$ cat src/hw/sacc_regs.svh
// Register addresses, field positions, reset values and timing counts
`ifndef SACC_REGS_SVH
`define SACC_REGS_SVH

`define SACC_ADDR_PAIR_CFG 8'hBA
`define SACC_ADDR_CHAN_SEL 8'hBB
`define SACC_ADDR_CONV_CFG 8'hBC
`define SACC_ADDR_RES_LOW 8'hBE
`define SACC_ADDR_RES_HIGH 8'hBF
`define SACC_ADDR_CONV_CTRL 8'hE8

`define SACC_RST_PAIR_CFG 8'h00
`define SACC_RST_CHAN_SEL 8'h00
`define SACC_RST_CONV_CFG 8'hF8
`define SACC_RST_CONV_CTRL 8'h00
`define SACC_RST_RESULT 8'h00
// Start pin idles high, comparator low: bit0 start, bit1 comparator
`define SACC_RST_SYNC 2'h1

`define SACC_CTRL_EN 7
`define SACC_CTRL_TM 6
`define SACC_CTRL_DONE 5
`define SACC_CTRL_BUSY 4
`define SACC_CTRL_CM_HI 3
`define SACC_CTRL_CM_LO 2
`define SACC_CTRL_WFLAG 1
`define SACC_CTRL_LJST 0
`define SACC_CFG_DIV_HI 7
`define SACC_CFG_DIV_LO 3
`define SACC_CFG_GAIN_HI 2

`define SACC_CLK_KHZ 25000
`define SACC_MAX_RATE_KSPS 100
`define SACC_MIN_CONV_CYC (`SACC_CLK_KHZ / `SACC_MAX_RATE_KSPS)
`define SACC_TRACK_SAR_CLKS 3
`define SACC_RES_BITS 12
`define SACC_CMP_SETTLE 2

`endif

$ cat src/hw/sacc_pkg.sv
// Types shared by the converter control block
package sacc_pkg;
    typedef enum logic [2:0] {
        SACC_IDLE = 3'h1,
        SACC_TRACK = 3'h2,
        SACC_CONV = 3'h4
    } sacc_state_t;

    typedef enum logic [1:0] {
        SACC_SRC_SW = 2'h0,
        SACC_SRC_T3 = 2'h1,
        SACC_SRC_EXT = 2'h2,
        SACC_SRC_T2 = 2'h3
    } sacc_src_t;
endpackage

$ cat src/hw/sacc_top.sv
// Conversion control for a 12-bit successive-approximation converter
`timescale 1ns/1ps
`default_nettype none
`include "sacc_regs.svh"

module sacc_top
    import sacc_pkg::*;
(
    input wire logic clock,
    input wire logic arst_n,
    input wire logic [7:0] sfr_addr,
    input wire logic sfr_wr_en,
    input wire logic [7:0] sfr_wdata,
    output logic [7:0] sfr_rdata_q,
    input wire logic timer2_ovf,
    input wire logic timer3_ovf,
    input wire logic ext_convert_start,
    input wire logic cmp_in,
    input wire logic chip_sleep,
    input wire logic irq_en,
    output logic conv_irq_q,
    output logic conv_busy_q,
    output logic analog_enable_q,
    output logic track_q,
    output logic [11:0] sar_code_q,
    output logic [2:0] mux_channel_q,
    output logic mux_diff_q,
    output logic temp_sel_q,
    output logic [2:0] gain_q
);

    // ----------------------------------------------------------------
    // Reset release and input synchronisers
    // ----------------------------------------------------------------
    logic [1:0] rst_sync_q;
    logic rst_n;
    logic [1:0] async_in;
    logic [1:0] sync1_q;
    logic [1:0] sync2_q;
    logic ext_s;
    logic cmp_s;
    logic ext_prev_q;
    logic ext_rise;
    // Synchronisers reset to the idle pin levels, so no false edge
    localparam logic [1:0] SyncRst = `SACC_RST_SYNC;

    always_ff @(posedge clock or negedge arst_n) begin
        if (!arst_n) begin
            rst_sync_q <= 2'h0;
        end else begin
            rst_sync_q <= {rst_sync_q[0], 1'b1};
        end
    end
    assign rst_n = rst_sync_q[1];

    assign async_in = {cmp_in, ext_convert_start};

    genvar gi;
    generate
        for (gi = 0; gi < 2; gi++) begin : g_sync
            always_ff @(posedge clock or negedge rst_n) begin
                if (!rst_n) begin
                    sync1_q[gi] <= SyncRst[gi];
                    sync2_q[gi] <= SyncRst[gi];
                end else begin
                    sync1_q[gi] <= async_in[gi];
                    sync2_q[gi] <= sync1_q[gi];
                end
            end
        end
    endgenerate
    assign ext_s = sync2_q[0];
    assign cmp_s = sync2_q[1];

    // Edge taken from the second stage only
    always_ff @(posedge clock or negedge rst_n) begin
        if (!rst_n) begin
            ext_prev_q <= 1'b1;
        end else begin
            ext_prev_q <= ext_s;
        end
    end
    assign ext_rise = ext_s & ~ext_prev_q;

    // ----------------------------------------------------------------
    // Helpers
    // ----------------------------------------------------------------
    function automatic logic [15:0] sacc_format(input logic [11:0] code,
                                                input logic diff,
                                                input logic ljst);
        logic [11:0] val;
        val = code;
        if (diff) begin
            val[11] = ~code[11];
        end
        if (ljst) begin
            sacc_format = {val, 4'h0};
        end else begin
            sacc_format = {{4{diff & val[11]}}, val};
        end
    endfunction

    function automatic logic sacc_is_diff(input logic [3:0] pairs,
                                          input logic [3:0] chan);
        sacc_is_diff = ~chan[3] & pairs[chan[2:1]];
    endfunction

    // ----------------------------------------------------------------
    // Register file
    // ----------------------------------------------------------------
    logic [3:0] pair_cfg_q, pair_cfg_d;
    logic [3:0] chan_sel_q, chan_sel_d;
    logic [7:0] conv_cfg_q, conv_cfg_d;
    logic [7:0] ctrl_q, ctrl_d;
    logic [7:0] res_hi_q, res_hi_d;
    logic [7:0] res_lo_q, res_lo_d;
    logic [7:0] rdata_d;
    logic [11:0] code_d;
    logic wr_ctrl;
    logic sw_start;
    logic done_set;
    logic busy;
    logic [15:0] result_fmt;
    logic [4:0] divider;
    logic conv_en;
    logic low_power_trk;
    sacc_src_t src;

    assign wr_ctrl = sfr_wr_en && (sfr_addr == `SACC_ADDR_CONV_CTRL);
    assign divider = conv_cfg_q[`SACC_CFG_DIV_HI:`SACC_CFG_DIV_LO];
    assign conv_en = ctrl_q[`SACC_CTRL_EN];
    assign low_power_trk = ctrl_q[`SACC_CTRL_TM];
    assign src = sacc_src_t'(ctrl_q[`SACC_CTRL_CM_HI:`SACC_CTRL_CM_LO]);
    // Written and stored mode bits must both be software, and stored enable is needed, so one write cannot select and start;
    // a write that disables never starts, avoiding a one-cycle busy blip
    assign sw_start = wr_ctrl && sfr_wdata[`SACC_CTRL_BUSY]
        && sfr_wdata[`SACC_CTRL_EN]
        && (sfr_wdata[`SACC_CTRL_CM_HI:`SACC_CTRL_CM_LO] == SACC_SRC_SW);
    // Next code, so the last decided bit is in the stored result
    assign result_fmt = sacc_format(code_d,
        sacc_is_diff(pair_cfg_q, chan_sel_q), ctrl_q[`SACC_CTRL_LJST]);

    always_comb begin
        pair_cfg_d = pair_cfg_q;
        chan_sel_d = chan_sel_q;
        conv_cfg_d = conv_cfg_q;
        ctrl_d = ctrl_q;
        res_hi_d = res_hi_q;
        res_lo_d = res_lo_q;
        if (sfr_wr_en) begin
            case (sfr_addr)
                `SACC_ADDR_PAIR_CFG: pair_cfg_d = sfr_wdata[3:0];
                `SACC_ADDR_CHAN_SEL: chan_sel_d = sfr_wdata[3:0];
                `SACC_ADDR_CONV_CFG: conv_cfg_d = sfr_wdata;
                `SACC_ADDR_RES_HIGH: res_hi_d = sfr_wdata;
                `SACC_ADDR_RES_LOW: res_lo_d = sfr_wdata;
                `SACC_ADDR_CONV_CTRL: ctrl_d = sfr_wdata;
                default: ctrl_d = ctrl_q;
            endcase
        end
        // Busy is state, not storage; the write-one effect is sw_start
        ctrl_d[`SACC_CTRL_BUSY] = 1'b0;
        if (done_set) begin
            ctrl_d[`SACC_CTRL_DONE] = 1'b1;
            res_hi_d = result_fmt[15:8];
            res_lo_d = result_fmt[7:0];
        end
        rdata_d = 8'h00;
        case (sfr_addr)
            `SACC_ADDR_PAIR_CFG: rdata_d = {4'h0, pair_cfg_q};
            `SACC_ADDR_CHAN_SEL: rdata_d = {4'h0, chan_sel_q};
            `SACC_ADDR_CONV_CFG: rdata_d = conv_cfg_q;
            `SACC_ADDR_RES_HIGH: rdata_d = res_hi_q;
            `SACC_ADDR_RES_LOW: rdata_d = res_lo_q;
            `SACC_ADDR_CONV_CTRL: begin
                rdata_d = ctrl_q;
                rdata_d[`SACC_CTRL_BUSY] = busy;
            end
            default: rdata_d = 8'h00;
        endcase
    end

    always_ff @(posedge clock or negedge rst_n) begin
        if (!rst_n) begin
            pair_cfg_q <= 4'(`SACC_RST_PAIR_CFG);
            chan_sel_q <= 4'(`SACC_RST_CHAN_SEL);
            conv_cfg_q <= `SACC_RST_CONV_CFG;
            ctrl_q <= `SACC_RST_CONV_CTRL;
            res_hi_q <= `SACC_RST_RESULT;
            res_lo_q <= `SACC_RST_RESULT;
            sfr_rdata_q <= 8'h00;
        end else begin
            pair_cfg_q <= pair_cfg_d;
            chan_sel_q <= chan_sel_d;
            conv_cfg_q <= conv_cfg_d;
            ctrl_q <= ctrl_d;
            res_hi_q <= res_hi_d;
            res_lo_q <= res_lo_d;
            sfr_rdata_q <= rdata_d;
        end
    end

    // ----------------------------------------------------------------
    // SAR clock divider
    // ----------------------------------------------------------------
    logic [5:0] div_cnt_q, div_cnt_d;
    logic sar_tick;
    sacc_state_t state_q, state_d;

    // Held in reload while idle so tracking counts whole SAR periods
    always_comb begin
        div_cnt_d = div_cnt_q;
        sar_tick = 1'b0;
        if (state_q == SACC_IDLE || divider == 5'h00) begin
            div_cnt_d = {divider, 1'b1};
            sar_tick = (divider == 5'h00);
        end else if (div_cnt_q == 6'h00) begin
            div_cnt_d = {divider, 1'b1};
            sar_tick = 1'b1;
        end else begin
            div_cnt_d = div_cnt_q - 6'h01;
        end
    end

    always_ff @(posedge clock or negedge rst_n) begin
        if (!rst_n) begin
            div_cnt_q <= 6'h00;
        end else begin
            div_cnt_q <= div_cnt_d;
        end
    end

    // ----------------------------------------------------------------
    // Conversion sequencer
    // ----------------------------------------------------------------
    localparam int MinGap = `SACC_MIN_CONV_CYC;
    logic [1:0] trk_q, trk_d;
    logic [3:0] bit_q, bit_d;
    logic [1:0] settle_q, settle_d;
    logic [7:0] gap_q, gap_d;
    logic start_evt;
    logic start_ok;

    always_comb begin
        case (src)
            SACC_SRC_SW: start_evt = sw_start;
            SACC_SRC_T3: start_evt = timer3_ovf;
            SACC_SRC_EXT: start_evt = ext_rise;
            SACC_SRC_T2: start_evt = timer2_ovf;
            default: start_evt = 1'b0;
        endcase
    end
    // Early triggers are dropped rather than queued
    assign start_ok = conv_en && start_evt && (gap_q == 8'h00);

    always_comb begin
        state_d = state_q;
        trk_d = trk_q;
        bit_d = bit_q;
        code_d = sar_code_q;
        settle_d = settle_q;
        gap_d = gap_q;
        done_set = 1'b0;
        if (gap_q != 8'h00) begin
            gap_d = gap_q - 8'h01;
        end
        if (settle_q != 2'h0) begin
            settle_d = settle_q - 2'h1;
        end
        case (state_q)
            SACC_IDLE: begin
                if (start_ok) begin
                    gap_d = 8'(MinGap - 1);
                    if (low_power_trk && src != SACC_SRC_EXT) begin
                        state_d = SACC_TRACK;
                        trk_d = 2'(`SACC_TRACK_SAR_CLKS - 1);
                    end else begin
                        state_d = SACC_CONV;
                        bit_d = 4'(`SACC_RES_BITS - 1);
                        code_d = 12'h800;
                        settle_d = 2'(`SACC_CMP_SETTLE);
                    end
                end
            end
            SACC_TRACK: begin
                if (sar_tick) begin
                    if (trk_q == 2'h0) begin
                        state_d = SACC_CONV;
                        bit_d = 4'(`SACC_RES_BITS - 1);
                        code_d = 12'h800;
                        settle_d = 2'(`SACC_CMP_SETTLE);
                    end else begin
                        trk_d = trk_q - 2'h1;
                    end
                end
            end
            SACC_CONV: begin
                // Wait for the synchronised comparator to see the trial
                if (sar_tick && settle_q == 2'h0) begin
                    code_d[bit_q] = cmp_s;
                    if (bit_q == 4'h0) begin
                        state_d = SACC_IDLE;
                        done_set = 1'b1;
                    end else begin
                        bit_d = bit_q - 4'h1;
                        code_d[bit_q - 4'h1] = 1'b1;
                        settle_d = 2'(`SACC_CMP_SETTLE);
                    end
                end
            end
            default: state_d = SACC_IDLE;
        endcase
        if (!conv_en) begin
            state_d = SACC_IDLE;
            done_set = 1'b0;
        end
    end

    assign busy = (state_q != SACC_IDLE);

    always_ff @(posedge clock or negedge rst_n) begin
        if (!rst_n) begin
            state_q <= SACC_IDLE;
            trk_q <= 2'h0;
            bit_q <= 4'h0;
            sar_code_q <= 12'h000;
            settle_q <= 2'h0;
            gap_q <= 8'h00;
        end else begin
            state_q <= state_d;
            trk_q <= trk_d;
            bit_q <= bit_d;
            sar_code_q <= code_d;
            settle_q <= settle_d;
            gap_q <= gap_d;
        end
    end

    // ----------------------------------------------------------------
    // Analog front-end controls
    // ----------------------------------------------------------------
    logic track_d;
    logic irq_d;

    always_comb begin
        track_d = 1'b0;
        if (conv_en && !chip_sleep) begin
            case (state_q)
                SACC_IDLE: begin
                    if (!low_power_trk) begin
                        track_d = 1'b1;
                    end else if (src == SACC_SRC_EXT) begin
                        track_d = ~ext_s;
                    end
                end
                SACC_TRACK: track_d = 1'b1;
                default: track_d = 1'b0;
            endcase
        end
        irq_d = ctrl_d[`SACC_CTRL_DONE] && irq_en;
    end

    always_ff @(posedge clock or negedge rst_n) begin
        if (!rst_n) begin
            track_q <= 1'b0;
            conv_irq_q <= 1'b0;
            conv_busy_q <= 1'b0;
            analog_enable_q <= 1'b0;
            mux_channel_q <= 3'h0;
            mux_diff_q <= 1'b0;
            temp_sel_q <= 1'b0;
            gain_q <= 3'h0;
        end else begin
            track_q <= track_d;
            conv_irq_q <= irq_d;
            conv_busy_q <= (state_d != SACC_IDLE);
            analog_enable_q <= conv_en;
            temp_sel_q <= chan_sel_q[3];
            mux_diff_q <= sacc_is_diff(pair_cfg_q, chan_sel_q);
            if (sacc_is_diff(pair_cfg_q, chan_sel_q)) begin
                mux_channel_q <= {chan_sel_q[2:1], 1'b0};
            end else begin
                mux_channel_q <= chan_sel_q[2:0];
            end
            gain_q <= conv_cfg_q[`SACC_CFG_GAIN_HI:0];
        end
    end

endmodule // sacc_top

`default_nettype wire

$ cat config.mk
export PLATFORM = sky130hd
export DESIGN_NAME = sacc_top
export DESIGN_NICKNAME = d
export VERILOG_FILES = /design/src/hw/sacc_pkg.sv /design/src/hw/sacc_top.sv
export VERILOG_INCLUDE_DIRS = /design/src /design/src/hw
export SDC_FILE = /design/constraint.sdc
export NUM_CORES = 1
export LEC_CHECK = 0
export ABC_AREA = 1
export BUFFER_PORTS_ARGS = -buffer_cell sky130_fd_sc_hd__buf_2
export CORE_MARGIN = 4
export CORE_UTILIZATION = 55
export CTS_CLUSTER_DIAMETER = 80
export DETAILED_ROUTE_END_ITERATION = 16
export GPL_ROUTABILITY_DRIVEN = 0
export PLACE_DENSITY = 0.81
export SYNTH_ARGS = -nofsm -noshare
export SYNTH_HDL_FRONTEND = slang
export SYNTH_SLANG_ARGS = --single-unit
$ cat constraint.sdc
create_clock -name clock -period 6.3 [get_ports clock]
set_input_delay 0.63 -clock clock [delete_from_list [all_inputs] [get_ports clock]]
set_output_delay 0.63 -clock clock [all_outputs]
set_load 0.01 [all_outputs]
==> results of run 1 <==
-- registers in the layout, summed over array words and instances, names as in the netlist, 2 cells and up --
register	count
bit_q	4
chan_sel_q	4
conv_cfg_q	8
ctrl_q	7
div_cnt_q	6
gain_q	3
gap_q	8
mux_channel_q	3
pair_cfg_q	4
res_hi_q	8
res_lo_q	8
rst_sync_q	2
sar_code_q	12
settle_q	2
sfr_rdata_q	8
state_q	3
sync1_q	2
trk_q	2
-- synth_stat cells, types with 3 or more instances --
library cell,n
xor2_1,5
nor2_1,64
nand3_4,3
nor3b_1,3
a221oi_1,4
dfstp_2,9
inv_2,13
nor2_4,5
o22ai_1,4
nand3_1,52
nand3_2,4
a21oi_1,25
o21ai_1,12
o21ai_0,47
buf_4,3
a221o_1,3
xnor2_1,4
nand4_1,11
inv_1,97
ha_1,13
dfrtp_1,94
nor2_2,11
nor3_1,10
nand2_2,5
nand2_1,182
-- final timing paths --
kind	end	slack, ps	depth (start not counted)
min	rst_sync_q[1]$_DFF_PN0_	20	1
min in group clock	sync1_q[0]$_DFF_PN1_	350	1
min reg2reg	bit_q[0]$_DFFE_PN0P_	230	0
max	res_hi_q[3]$_DFFE_PN0P_	3740	18
max in group asynchronous	div_cnt_q[1]$_DFF_PN0_	4790	1
max reg2reg	res_hi_q[3]$_DFFE_PN0P_	3740	18
-- area by class of cell --
type                       count  area [µm²]
timing repair buffer          58         295
multi-input combinational    488        2520
tap                          133         166
clock buffer                   9         124
inverter                     113         429
sequential                   103        2590
fill                         858        3620
clock inverter                 7        68.8
-- cell families (layout without fill, tap and decap cells) --
family,after synthesis,in the layout,synth area share (%)
AND/OR/NAND/NOR,354,354,29.1
buffers and inverters,120,187,8.53
AO/OA/AOI/OAI,109,109,11.3
flip-flops,103,103,46.3
adder cells (fa/ha/maj),13,13,2.91
XOR/XNOR,9,9,1.41
multiplexers,2,2,0.381
other,1,1,0.0671
-- power groups by stage --
stage	combinational [µW]	sequential [µW]	clock (µW)
detailed placement	91.0	719	0
finish	92.3	706	401
global placement	88.3	718	0
floorplan	49.3	722	0
global route	103	710	441
CTS	91.7	706	408
-- cell usage in the layout (no fill, tap or decap), drive strengths merged, types with 2 or more instances in the layout --
cell type  count
a21oi         26
a221o          3
a221oi         4
a31oi          2
buf           58
clkbuf         9
clkinv         5
dfrtp         94
dfstp          9
ha            13
inv          114
nand2        187
nand3         59
nand4         11
nor2          80
nor3          14
nor3b          3
o2111ai        2
o211ai         2
o21ai         59
o221ai         2
o22ai          4
xnor2          4
xor2           5
-- worst max-delay path, stage by stage, from the launching register on --
cell	delay, ps
dfrtp_1	390
inv_1	120
ha_1	160
inv_1	60
nor2_4	130
nand3_4	80
nand2_2	110
nand2_2	180
inv_2	200
o211ai_1	100
o21ai_0	80
o21ai_0	110
nor2_1	180
ha_1	260
inv_1	80
nand2_1	60
nand2_1	70
a21oi_1	40
nor2_1	100
-- stage by stage --
| step | utilization [%] | setup WS (ps) | cells | hold slack (ps) |
|---|---|---|---|---|
| 2_1_floorplan | - | 3230 | 711 | 331 |
| 3_3_place_gp | 61.2 | 3780 | 895 | 230 |
| 3_5_place_dp | 61.2 | 3660 | 895 | 238 |
| 4_1_cts | 63.1 | 3800 | 911 | 11.7 |
| 5_1_grt | 63.1 | 3510 | 911 | 3.23 |
| 6_report | 63.1 | 3740 | 911 | 22.7 |
-- routing by layer --
layer	part of all wire, %	up-vias	GRT usage, %	routed length, µm
li1	-	2408	-	-
met1	42	2438	33.1	6030
met2	48	251	41.3	6840
met3	7.1	36	3.32	1020
met4	2.3	0	8.93	331
met5	0	-	0	0
==> flow_summary.toml, run 1 <==
[run_status]
status = "complete, no violations"

[routing]
drtIter0Drc = 501
ant_nets = 0
viasPerCell = 5.63
routedWlPerCell_um = 15.6
wl_mm = 14.2
firstDrtPassIters = 6
drc = 0
via_count = 5133

[synth]
netlist.area_leader.share_pct = 42.1
ys_types = 45
synth_area_leader_cell = "dfrtp_1"
async_reset_ff_share_pct = 100
ys_dominant_reg_cell = "dfrtp_1"
syn_nets = 749
postSynthCellCount = 711
ys.warnings.count = 0
ys_top_cells_by_area = "dfrtp_1 (42%), nand2_1 (12%), inv_1 (6.5%), nand3_1 (4.7%), nor2_1 (4.3%)"
syn_avg_cell_area_um2 = 7.86
synth_edf_count = 0
synth.cell_area_um2 = 5590
yosysSeqAreaShare_pct = 46.3
ys_ff_latch = 103

[global_route]
grt_start_max_net_pins = 79
grt_pass1_vias = 4775
grt_overflow = 0
grt_pass1_wl_mm = 23.0
grt_use_total_pct = 24.7
antenna_found_initial = 0

[clock_network]
numCtsBuffers = 9
cts.sinks = 103
holdBufCountCts = 0
postCtsSetupBuffers = 0
cts_root_buffer = "clkbuf_8"
ctsResizeCount = 0
path_clk_slew_ps = 100
clock_path_buffers = 2
cts_tree = "done"
cts_htree_levels = 3
insertion_delay_ps = 370

[pwr]
power_frac_seq_pct = 58.9
combPwrFrac_pct = 7.7
p_sw_share_pct = 27.7
peakVddDrop_uv = 119
clkPwrFrac_pct = 33.4
power_switching_uw = 332
total_power_uw = 1200
intPower_uw = 867
p_per_area_nw_per_um2 = 194
p_leak_uw = 0.00309

[timing]
finClkSkew_ps = 9.10
finalCriticalPeriod_ps = 2560
maxSlewHeadroom_pct = 35.9
finalCritPeriodShare_pct = 40.6
final-setup-viol-count = 0
worst_pin_slew_ps = 962
hold_violations = 0
rsz0062_at_grt = "false"
fmax_ghz = 0.391
timing.setup.tns_ps = 0
slew_violations = 0

[finish]
final_cell_area_um2 = 6200
antennaDiodeCount = 0
areaGrowthSynthToFinish_pct = 10.9
nNetsFinal = 811
drive_gt1_share_pct = 17.2

[floorplan]
io_pins = 57
start_util_pct = 56.9
die_area_um2 = 11800
rows = 36
die_w_um = 109
core_area_um2 = 9820
die-height_um = 109

[setup_path]
worst_setup_path_end_kind = "flop"
worstPathArrival_ps = 2870
crit_path_start = "div_cnt_q[0]$_DFF_PN0_"
critical_path.startpoint_type = "flop"
required_ps = 6610
worst-setup-path-type = "flop to flop"
rr_startpoint = "div_cnt_q[0]$_DFF_PN0_"
cp_max_fo = 13

[placed_design]
portBuffers = 56
place_area_um2 = 6010
dp_hpwl_mm = 10.6

[run]
cap_violations = 0

[hold_path]
min_path_type = "input pin to async pin"
Power figures use the tool's default switching activity.
==> run 2, diff against run 1 <==
--- a/config.mk
+++ b/config.mk
@@ -9,11 +9,11 @@
 export ABC_AREA = 1
 export BUFFER_PORTS_ARGS = -buffer_cell sky130_fd_sc_hd__buf_2
 export CORE_MARGIN = 4
-export CORE_UTILIZATION = 55
+export CORE_UTILIZATION = 54
 export CTS_CLUSTER_DIAMETER = 80
 export DETAILED_ROUTE_END_ITERATION = 16
 export GPL_ROUTABILITY_DRIVEN = 0
-export PLACE_DENSITY = 0.81
+export PLACE_DENSITY = 0.83
 export SYNTH_ARGS = -nofsm -noshare
 export SYNTH_HDL_FRONTEND = slang
 export SYNTH_SLANG_ARGS = --single-unit
==> constraint.sdc (replaced) <==
create_clock -name clock -period 2.26 [get_ports clock]
set_input_delay 0.226 -clock clock [delete_from_list [all_inputs] [get_ports clock]]
set_output_delay 0.226 -clock clock [all_outputs]
set_load 0.01 [all_outputs]
==> flow_summary.toml, run 2 (synthesized netlist as in run 1, its figures left out) <==
[floorplan]
die_w_um = 110
rows = 36
die_area_um2 = 12000
die-height_um = 110
io_pins = 57
core_area_um2 = 9910
start_util_pct = 56.4

[setup_path]
worstPathArrival_ps = 2430
worst-setup-path-type = "flop to flop"
ff2ff_path_depth = 15
rr_endpoint = "res_hi_q[3]$_DFFE_PN0P_"
cp_max_fo = 6
worst_setup_path_end_kind = "flop"
reg2reg_slack_ps = 110
required_ps = 2540
rr_startpoint = "conv_cfg_q[5]$_DFFE_PN1P_"
critical_path.startpoint_type = "flop"

[clock_network]
path_clk_slew_ps = 100
cts_htree_levels = 3
cts.sinks = 103
insertion_delay_ps = 390
numCtsBuffers = 9
clock_path_buffers = 2
cts_tree = "done"
cts_root_buffer = "clkbuf_8"

[timing]
hold_violations = 0
fmax_ghz = 0.465
worst_pin_slew_ps = 563
slew_violations = 0
finClkSkew_ps = 9.36
fin_hold_ws_ps = 68.0
finalCritPeriodShare_pct = 95.2
finalCriticalPeriod_ps = 2150
maxSlewHeadroom_pct = 62.4
timing.setup.tns_ps = 0
rsz0062_at_grt = "true"
final-setup-viol-count = 0

[global_route]
grt_use_total_pct = 25.6
grt_overflow = 0
antenna_found_initial = 0
grt_pass1_wl_mm = 23.9
grt_pass1_vias = 4993
grt_start_max_net_pins = 39

[run_status]
status = "complete, no violations"

[finish]
antennaDiodeCount = 0
areaGrowthSynthToFinish_pct = 17.6
final_common_cell = "nand2_1"
nNetsFinal = 845
largest-register = "sar_code_q"
largest_register_ffs = 12
drive_gt1_share_pct = 22.0
final_cell_mix = "nand2_1 (182), inv_1 (92), dfrtp_1 (90)"

[routing]
routedWlPerCell_um = 15.7
drc = 0
firstDrtPassIters = 6
drtIter0Drc = 568
viasPerCell = 5.54
ant_nets = 0
wl_mm = 14.8
via_count = 5234

[run]
cap_violations = 0

[pwr]
p_per_area_nw_per_um2 = 549
total_power_uw = 3610
peakVddDrop_uv = 333
p_leak_uw = 0.00327

[hold_path]
whs_path_depth = 3
min_from = "sfr_wdata[6]"
min_path_type = "input pin to flop"
holdPathEnd = "ctrl_q[6]$_DFFE_PN0N_"

[placed_design]
portBuffers = 56
dp_hpwl_mm = 11.2
-- run 2: cell types whose count changed in the layout (fill, tap and decap cells not counted), moves of 3 or more --
| cell | change |
|---|---|
| inv_1 | -5 |
| o21ai_1 | +4 |
| dfrtp_2 | +3 |
| dlygate4sd3_1 | +4 |
| nor2_2 | +3 |
| buf_4 | +29 |
| inv_2 | +4 |
| dfrtp_1 | -3 |
| o21ai_0 | -4 |
| nor2_1 | -3 |
-- run 2: layer usage --
metal	track usage, %	wire length (µm)
met4	9.26	310
met3	5.93	1110
met5	0	0
met2	42.5	7310
met1	32.6	6060
-- run 2: per-stage QoR --
stage                     instances  area (µm²)  worst slack [ps]  util (%)
after floorplan                 711        5590               236         -
after global placement          915        6170               144      62.2
after detailed placement        915        6170              49.6      62.2
after CTS                       935        6450              22.5      65.1
after global routing            945        6570             -86.1      66.3
final                           945        6570               108      66.3
-- run 2: area by class of cell --
type	instances	area, µm²
Fill cell	826	3340
Sequential cell	103	2600
Multi-Input combinational cell	488	2570
Timing Repair Buffer	92	573
Inverter	113	432
Tap cell	133	166
Clock buffer	10	138
Clock inverter	6	101
-- run 2: worst max path at each step --
stage / from / end
after global placement: div_cnt_q[0]$_DFF_PN0_ / res_hi_q[3]$_DFFE_PN0P_
after detailed placement: bit_q[0]$_DFFE_PN0P_ / res_hi_q[0]$_DFFE_PN0P_
final: conv_cfg_q[5]$_DFFE_PN1P_ / res_hi_q[3]$_DFFE_PN0P_
after floorplan: div_cnt_q[0]$_DFF_PN0_ / res_hi_q[3]$_DFFE_PN0P_
after CTS: bit_q[0]$_DFFE_PN0P_ / res_hi_q[0]$_DFFE_PN0P_
after global routing: div_cnt_q[0]$_DFF_PN0_ / res_hi_q[3]$_DFFE_PN0P_
-- run 2: repair_timing --
action,in CTS,in global routing
setup endpoints to repair,1,14
endpoints found under the hold margin,5,0
gates resized for setup,0,23
pin swaps,1,7
hold buffers,4,0
buffers inserted,0,10
gates cloned,0,0
-- run 2: critical path, cell delays in order (launching register included) --
cell	delay (ps)
dfstp_2	570
inv_1	50
nand4_1	230
nand2_4	110
nand2_4	80
inv_4	50
o211ai_1	70
o21ai_1	80
o21ai_1	140
nor2_1	80
ha_1	270
inv_1	50
nand2_1	50
nand2_1	50
a21oi_2	110
nor2_1	50
-- run 2: power by group --
group	internal [µW]	switching (µW)	total (µW)
clock	671	673	1340
sequential	1910	52.1	1970
combinational	107	195	302
